--- src/rtl/card_regs_map.svh ---
/*
 * Register offsets, field positions and reset values of the card register
 * bank. Assumes inclusion by bare name from the design file.
 */
`ifndef CARD_REGS_MAP_SVH
`define CARD_REGS_MAP_SVH

`define ADDR_W 16
`define DATA_W 8
`define OFF_BOARD_CODE 16'h0000
`define OFF_EXT_HIGH 16'h0002
`define OFF_EXT_MIDDLE 16'h0003
`define OFF_EXT_LOW 16'h0004
`define OFF_FAB_REV 16'h0005
`define OFF_ASSY_REV 16'h0006
`define OFF_FW_REV 16'h0007
`define OFF_CLK1544 16'h0011
`define OFF_CLK2048 16'h0012
`define OFF_PAIR_A 16'h0013
`define OFF_PAIR_B 16'h0014
`define OFF_LEVELS 16'h0015
`define LOCAL_LAST 16'h0015
`define XCVR_FIRST 16'h1000
`define XCVR_LAST 16'h10FF
`define CTRL_W 4
`define RST_CLK1544 4'hF
`define RST_CLK2048 4'h3
`define RST_PAIR_A 4'hF
`define RST_PAIR_B 4'h3
`define RST_LEVELS 4'h6
`define SW_MASTER 3
`define SW_TX_CLK 2
`define SW_RX_SYS 1
`define SW_TX_SYS 0

`endif

--- src/rtl/card_regs_pkg.sv ---
/*
 * Types shared by the card register bank. Assumes nothing else.
 */
package card_regs_pkg;
    typedef logic [3:0] ctrl_nib_t;
    typedef logic [7:0] reg_byte_t;
endpackage

--- src/rtl/board_id_and_clock_routing_regs.sv ---
/*
 * Card logic register bank: identification, revision and switch routing
 * registers, plus steering of the transceiver window.
 * Assumes a synchronous host strobe on SYS_CLK_I; the window base is
 * already stripped by the host, so only the offset arrives here.
 */
`timescale 1ns/1ns
`include "card_regs_map.svh"

module board_id_and_clock_routing_regs #(
    parameter logic [7:0] BOARD_CODE = 8'h01,    // Arbitrary value
    parameter logic [3:0] EXT_HIGH = 4'h1,       // Arbitrary value
    parameter logic [3:0] EXT_MIDDLE = 4'h2,     // Arbitrary value
    parameter logic [3:0] EXT_LOW = 4'h3,        // Arbitrary value
    parameter logic [7:0] FAB_REV = 8'h01,
    parameter logic [7:0] ASSY_REV = 8'h01,
    parameter logic [7:0] FW_REV = 8'h01
) (
    // Clock and reset
    input wire logic SYS_CLK_I,
    input wire logic ARST_N_I,
    // Host access, offset within the card window
    input wire logic ACC_I,
    input wire logic WR_I,
    input wire logic [`ADDR_W-1:0] ADDR_I,
    input wire logic [`DATA_W-1:0] WDATA_I,
    output logic [`DATA_W-1:0] RDATA_O,
    output logic RVALID_O,
    // Transceiver window steering
    output logic XCVR_SEL_O,
    output logic [7:0] XCVR_ADDR_O,
    // Switch bank and pin level controls, zero closes a switch
    output logic [`CTRL_W-1:0] CLK1544_SW_O,
    output logic [`CTRL_W-1:0] CLK2048_SW_O,
    output logic [`CTRL_W-1:0] PAIR_A_SW_O,
    output logic [`CTRL_W-1:0] PAIR_B_SW_O,
    output logic [`CTRL_W-1:0] PIN_LEVEL_O
);

    card_regs_pkg::ctrl_nib_t clock_1544_routing;
    card_regs_pkg::ctrl_nib_t clock_2048_routing;
    card_regs_pkg::ctrl_nib_t pin_pair_routing_a;
    card_regs_pkg::ctrl_nib_t pin_pair_routing_b;
    card_regs_pkg::ctrl_nib_t pin_level_control;
    card_regs_pkg::reg_byte_t next_rdata;

    function automatic logic hit(input logic [`ADDR_W-1:0] a,
                                 input logic [`ADDR_W-1:0] off);
        hit = (a == off);
    endfunction

    // Offsets only, the host adds its own base
    wire logic in_local = (ADDR_I <= `LOCAL_LAST);
    wire logic in_xcvr = (ADDR_I >= `XCVR_FIRST) &&
                         (ADDR_I <= `XCVR_LAST);
    wire logic wr_local = ACC_I && WR_I && in_local;
    // Only control offsets accept writes
    wire logic wr_1544 = wr_local && hit(ADDR_I, `OFF_CLK1544);
    wire logic wr_2048 = wr_local && hit(ADDR_I, `OFF_CLK2048);
    wire logic wr_pa = wr_local && hit(ADDR_I, `OFF_PAIR_A);
    wire logic wr_pb = wr_local && hit(ADDR_I, `OFF_PAIR_B);
    wire logic wr_lv = wr_local && hit(ADDR_I, `OFF_LEVELS);

    // Read mux, upper bits zero on nibble registers, gaps read zero
    always_comb begin
        case (ADDR_I)
            `OFF_BOARD_CODE: next_rdata = BOARD_CODE;
            `OFF_EXT_HIGH: next_rdata = {4'h0, EXT_HIGH};
            `OFF_EXT_MIDDLE: next_rdata = {4'h0, EXT_MIDDLE};
            `OFF_EXT_LOW: next_rdata = {4'h0, EXT_LOW};
            `OFF_FAB_REV: next_rdata = FAB_REV;
            `OFF_ASSY_REV: next_rdata = ASSY_REV;
            `OFF_FW_REV: next_rdata = FW_REV;
            `OFF_CLK1544: next_rdata = {4'h0, clock_1544_routing};
            `OFF_CLK2048: next_rdata = {4'h0, clock_2048_routing};
            `OFF_PAIR_A: next_rdata = {4'h0, pin_pair_routing_a};
            `OFF_PAIR_B: next_rdata = {4'h0, pin_pair_routing_b};
            `OFF_LEVELS: next_rdata = {4'h0, pin_level_control};
            default: next_rdata = 8'h00;
        endcase
    end

    // 1544 clock and pair A routing reset open, 2048 clock and pair B reset with bits 3:2 closed; contention is software's problem
    always_ff @(posedge SYS_CLK_I or negedge ARST_N_I) begin
        if (!ARST_N_I) begin
            clock_1544_routing <= `RST_CLK1544;
            clock_2048_routing <= `RST_CLK2048;
            pin_pair_routing_a <= `RST_PAIR_A;
            pin_pair_routing_b <= `RST_PAIR_B;
            pin_level_control <= `RST_LEVELS;
        end else begin
            if (wr_1544) clock_1544_routing <= WDATA_I[3:0];
            if (wr_2048) clock_2048_routing <= WDATA_I[3:0];
            if (wr_pa) pin_pair_routing_a <= WDATA_I[3:0];
            if (wr_pb) pin_pair_routing_b <= WDATA_I[3:0];
            if (wr_lv) pin_level_control <= WDATA_I[3:0];
        end
    end

    // Switch and level outputs registered once more
    always_ff @(posedge SYS_CLK_I or negedge ARST_N_I) begin
        if (!ARST_N_I) begin
            CLK1544_SW_O <= `RST_CLK1544;
            CLK2048_SW_O <= `RST_CLK2048;
            PAIR_A_SW_O <= `RST_PAIR_A;
            PAIR_B_SW_O <= `RST_PAIR_B;
            PIN_LEVEL_O <= `RST_LEVELS;
        end else begin
            CLK1544_SW_O <= clock_1544_routing;
            CLK2048_SW_O <= clock_2048_routing;
            PAIR_A_SW_O <= pin_pair_routing_a;
            PAIR_B_SW_O <= pin_pair_routing_b;
            PIN_LEVEL_O <= pin_level_control;
        end
    end

    always_ff @(posedge SYS_CLK_I or negedge ARST_N_I) begin
        if (!ARST_N_I) begin
            RDATA_O <= 8'h00;
            RVALID_O <= 1'b0;
            XCVR_SEL_O <= 1'b0;
            XCVR_ADDR_O <= 8'h00;
        end else begin
            RVALID_O <= ACC_I && !WR_I && in_local;
            RDATA_O <= (ACC_I && !WR_I && in_local) ? next_rdata : 8'h00;
            XCVR_SEL_O <= ACC_I && in_xcvr;
            XCVR_ADDR_O <= ADDR_I[7:0];
        end
    end

endmodule // board_id_and_clock_routing_regs

--- config.mk ---
export PLATFORM = sky130hd
export DESIGN_NAME = board_id_and_clock_routing_regs
export DESIGN_NICKNAME = d
export VERILOG_FILES = /design/src/rtl/card_regs_pkg.sv /design/src/rtl/board_id_and_clock_routing_regs.sv
export VERILOG_INCLUDE_DIRS = /design/src /design/src/rtl
export SDC_FILE = /design/constraint.sdc
export NUM_CORES = 1
export LEC_CHECK = 0
export ABC_AREA = 1
export BUFFER_PORTS_ARGS = -buffer_cell sky130_fd_sc_hd__buf_4
export CORE_ASPECT_RATIO = 1.4
export CORE_UTILIZATION = 52
export DETAILED_ROUTE_END_ITERATION = 16
export MAX_ROUTING_LAYER = met4
export PLACE_DENSITY = 0.88
export SLEW_MARGIN = 10
export SYNTH_ARGS = -nofsm -noshare
export SYNTH_HDL_FRONTEND = slang
export SYNTH_SLANG_ARGS = --single-unit
--- constraint.sdc ---
create_clock -name SYS_CLK_I -period 1 [get_ports SYS_CLK_I]
set_input_delay 0.1 -clock SYS_CLK_I [delete_from_list [all_inputs] [get_ports SYS_CLK_I]]
set_output_delay 0.1 -clock SYS_CLK_I [all_outputs]
set_load 0.02 [all_outputs]
After elaboration in Yosys (flattened, before gate mapping)
Index checks and enable logic that the tools add are counted.
{ "word_totals": {"ff_bits": 58, "elab_cells": 44, "input_bits": 28, "out_inout_bits": 38} }
{ "classes": {"mux": 2, "order_cmp": 3, "eq_ne": 11, "n_reduce_logical": 14} }
{ "op_table": {"columns": ["operator", "count"], "rows": [
  ["equality test 16 x 5 -> 1 bit (second input constant)", 5],
  ["equality test 16 x 3 -> 1 bit (second input constant)", 4],
  ["equality test 16 x 2 -> 1 bit (second input constant)", 2],
  ["case mux 4 bit (8 select lines)", 1],
  [">= comparator 16 x 13 -> 1 bit (second input constant)", 1],
  ["less-or-equal comparator 16 x 13 -> 1 bit (second input constant)", 1],
  ["less-or-equal comparator 16 x 5 -> 1 bit (second input constant)", 1],
  ["logical NOT 16 bit", 1],
  ["logical AND 1 bit", 11],
  ["2-to-1 mux 8 bit", 1],
  ["OR reduction 5 bit", 1],
  ["logical NOT 1 bit", 1]
]} }

Longest topological paths before layout
{ "logic_depth": {"word_depth": 4, "mapped_depth": 11} }

Worst setup path before layout
No wires, ideal clock.
{ "synth_path": {"kind": "input port to flip-flop", "startpoint": "input ADDR_I[6]", "endpoint": "register pin_pair_routing_b[3]", "arrival_time_ns": 1.019, "slack_ns": -0.136, "setup_ns": 0.117, "path_stages": 9, "path_cell_list": "nor2_2 > nand2_4 > nor2_8 > nand3_2 > nand2_1 > buf_6 > nand3_2 > nand2_1 > nand2_1"} }
{ "synth_between": {"elab_chain_len": 3} }
{ "synth_rtl": {"columns": ["element", "line", "text"], "rows": [
  ["start: declaration", "board_id_and_clock_routing_regs.sv:25", "input wire logic [`ADDR_W-1:0] ADDR_I,"],
  ["less-or-equal comparator 16 x 5 -> 1 bit (no source line)", null, null],
  ["logical AND 1 bit", "board_id_and_clock_routing_regs.sv:56", "wire logic wr_local = ACC_I && WR_I && in_local;"],
  ["logical AND 1 bit *", "board_id_and_clock_routing_regs.sv:61", "wire logic wr_pb = wr_local && hit(ADDR_I, `OFF_PAIR_B);"],
  ["end signal: assignment", "board_id_and_clock_routing_regs.sv:89", "pin_pair_routing_b <= `RST_PAIR_B;"],
  ["end signal: assignment", "board_id_and_clock_routing_regs.sv:95", "if (wr_pb) pin_pair_routing_b <= WDATA_I[3:0];"],
  ["end: declaration", "board_id_and_clock_routing_regs.sv:43", "card_regs_pkg::ctrl_nib_t pin_pair_routing_b;"]
]} }
Every way passes the cells marked *; elsewhere a longest branch is shown, timed or not.
A chain may end at the register's enable or synchronous reset.

Worst setup path in the final report
{ "layout_path": {"startpoint": "input ADDR_I[15]", "endpoint": "register RDATA_O[2]"} }
{ "layout_between": {"elab_chain_len": 4} }
{ "layout_rtl": {"columns": ["element", "line", "text"], "rows": [
  ["equality test 16 x 3 -> 1 bit, or another cell as far along", "board_id_and_clock_routing_regs.sv:66", "case (ADDR_I)"],
  ["OR reduction 5 bit (no source line)", null, null],
  ["case mux 4 bit (8 select lines)", "board_id_and_clock_routing_regs.sv:66", null],
  ["2-to-1 mux 8 bit *", "board_id_and_clock_routing_regs.sv:125", "RDATA_O <= (ACC_I && !WR_I && in_local) ? next_rdata : 8'h00;"],
  ["end signal: assignment", "board_id_and_clock_routing_regs.sv:125", null],
  ["end: declaration", "board_id_and_clock_routing_regs.sv:27", "output logic [`DATA_W-1:0] RDATA_O,"]
]} }
Marked as above.

==> metrics.md <==
| Metric | Value |
|---|---|
| First-pass GRT wire length | roughly 11 mm |
| Mean Syn Cell Area | 9.46 um^2 |
| Crit path required time | roughly 1.2 ns |
| Pre-antenna DRT Iters | 5 |
| Outcome | finished, violations left |
| WHS Path Cells | 3 |
| Commonest non-fill, non-tap cell in the layout | buf_4 |
| Unrepaired setup endpoints after global routing | yes |
| Die width | 59.9 um |
| DR WL/cell | about 20 um |
| Layout cell share with drive strength beyond 1 | between 50 and 60% |
| Hold Vio Cnt, Final | 0 |
| Starting utilization of the core area | roughly 54% |
| Antenna-violating nets left | 0 |
| R2R Setup Slk | -0.07 ns |
| Post-Route WL | 8.49 mm |
| Final setup vio count | 38 |
| Initial DRC Count | 190 |
| Top routing layer used | met4 |
| Reg2reg end | RDATA_O[1]$_DFF_PN0_ |
| Max Root-Sink Buffers | 2 |
| Hold Path Class | in -> reg |
| Fin crit period | about 1.2 ns |
| # nets final | 388 |
| Cell area after synthesis | roughly 2400 um^2 |
| Met2 Wirelength | between 4 and 5 mm |
| Placer Congestion | ~0.94 |
| Max-slew violation count | 0 |
| Worst-path clk slew | 0.10 ns |
| FMAX | ~860 MHz |
| Worst setup SP type | input pin |
| Drc violations | 0 |
| Leak | approximately 1.9 nW |
| Reg-to-Reg Start | pin_level_control[1]$_DFFE_PN1P_ |
| Vias | around 2400 |
| Post-DP Area | 3200 um^2 |
| PortBufs | 57 |
| CP Max Fanout | 6 |
| Vias in the first global route | ~2200 |
| Pwr Total | 4.13 mW |
| Via-to-Cell Ratio | ~5.8 |
| Period utilisation layout | 116% |
| Kind of critical path | in -> reg |
| Min-Delay Endpoint | pin_level_control[1]$_DFFE_PN1P_ |
| Total track usage | between 30% and 40% |
| Clk root buf | clkbuf_8 |
| Final Cell Area | ~3800 um^2 |
| Sequential cell area fraction in the yosys report | 56.8% |
| Ys Warns | 0 |
| PnR worst setup slack | -0.157 ns |
| Antenna cells | 0 |
| Overflow after GRT | 0 |
| Area grow syn2layout | 54.7% |
| Height of the die | just over 80 um |
| Crit path from | ADDR_I[15] |
| H-tree depth | 2 |
| Hold path start | WDATA_I[1] |
| Core Area | 4540 um^2 |
| CP arrival | 1.39 ns |
| Distinct cells, synth | 25 |
| Failing checks | setup timing |
| TritonCTS Buffers | 5 |
| P per Cell Area | between 1000 and 1500 nW/um^2 |
| Largest net degree at the start of global routing | between 50 and 60 |
| Die area | between 4000 and 5000 um^2 |
| Max VDD drop | slightly below 0.8 mV |
| Most frequent cells in the layout | buf_4, nand2_1, dfstp_2, nand4_1, dfrtp_1 |
| Clock latency at the later pin of the worst-skew pair | between 0.3 and 0.4 ns |
| Wl on met1 | around 3 mm |
| Post-detail-place hpwl | around 4.5 mm |
| Initial antenna violation count | 0 |
| Reg2reg path depth | 4 |
| Cells after Synth | 258 |
| Max Cap Viol | 0 |
| WL met3 | roughly 670 um |
| Clk_skew | roughly 0.013 ns |
| # IOs | 66 |
| Row count | 29 |
| Setup crit end kind | register |
| #FFs+latches synth | 54 |
| CTS tree | built |
| Total number of clock tree sinks | 54 |
==> metal layers <==
metal	global-route usage, %	up-vias
li1	-	1037
met4	14.2	0
met1	35.2	1185
met2	51.3	183
met5	-	-
met3	4.52	44
==> where the power goes <==
group | switching [mW] | total, mW | internal, mW
combinational | 0.289 | 0.473 | 0.184
clock | 0.695 | 1.44 | 0.750
sequential | 0.00673 | 2.21 | 2.20
total | 0.990 | 4.13 | 3.14
==> repair_timing <==
item | CTS | global route
cloned | 0 | 5
pin swaps | 2 | 31
buffers inserted | 1 | 4
gates resized for setup | 19 | 44
setup endpoints to repair | 33 | 39
hold buffers | 8 | 0
endpoints found under the hold margin | 33 | 0
==> synth_stat cells <==
cell type,count,area share [%]
nand2_1,76,12
nand4_2,1,0.51
nor2_1,26,4.0
nand4_1,27,6.9
nand2_2,1,0.26
nor2_2,4,1.0
conb_1,1,0.15
o21ai_1,4,0.82
nor2_8,1,0.82
nor2_4,5,2.3
nand3_1,16,3.3
buf_6,3,1.4
buf_2,2,0.41
nand3b_4,3,2.5
nor3_1,1,0.20
clkbuf_1,1,0.15
buf_4,5,1.5
nand3_2,2,0.82
dfstp_2,28,30
inv_1,15,2.3
a21oi_2,1,0.36
nand2_4,1,0.46
inv_2,7,1.1
dfrtp_1,26,27
and3_1,1,0.26
==> logic make-up after synthesis <==
family,after synthesis,synth area share (%)
buffers and inverters,33,6.87
AOI/OAI and AO/OA,5,1.18
DFF,54,56.8
other,1,0.154
and+or+nand+nor,165,35.0
==> critical path, cell delays in order <==
cell and delay, ns:
buf_8 0.10, nor2_4 0.12, nand2_2 0.08, nor2_4 0.14
buf_12 0.15, buf_12 0.13, nand2_1 0.09, nand2_1 0.09
nor2_1 0.05, nand2_1 0.10, nand2_4 0.10, nor2_1 0.13
==> area by class of cell <==
type	instances	area (um^2)
clock inverters	1	30.0
multi-input cells	174	1110
flip-flops and latches	54	1390
fillers	251	758
well taps	62	77.6
repair buffers	103	1020
clock buffers	7	76.3
inverters	22	82.6
==> stage by stage <==
step                cells  TNS [ns]  utilization (%)  hold slack, ns  setup WS, ns
global route          423     -4.31             83.3          0.0452        -0.201
floorplan             261     -1.46                -          -0.196        -0.111
CTS                   414    -0.902             76.3          0.0396       -0.0670
global placement      397     -6.52             70.5          0.0946        -0.342
finish                423     -2.80             83.3          0.0495        -0.157
detailed placement    397     -8.15             70.5          0.0989        -0.418
==> registers in the layout, summed over array words and instances, names as in the netlist <==
| name | count |
|---|---|
| RDATA_O | 4 |
| pin_pair_routing_b | 4 |
| XCVR_ADDR_O | 8 |
| CLK2048_SW_O | 4 |
| RVALID_O | 1 |
| pin_level_control | 4 |
| PAIR_B_SW_O | 4 |
| PAIR_A_SW_O | 4 |
| pin_pair_routing_a | 4 |
| clock_2048_routing | 4 |
| XCVR_SEL_O | 1 |
| CLK1544_SW_O | 4 |
| clock_1544_routing | 4 |
| PIN_LEVEL_O | 4 |
==> worst max path at each step <==
stage	endpoint	slack (ns)	depth (start not counted)
2_1_floorplan	clock_2048_routing[2]$_DFFE_PN0P_	-0.11	9
3_3_place_gp	RDATA_O[3]$_DFF_PN0_	-0.34	11
3_5_place_dp	RDATA_O[3]$_DFF_PN0_	-0.42	11
4_1_cts	PAIR_A_SW_O[0]	-0.07	1
5_1_grt	RDATA_O[2]$_DFF_PN0_	-0.20	11
6_report	RDATA_O[2]$_DFF_PN0_	-0.16	12
(Power assumes the default switching activity.)
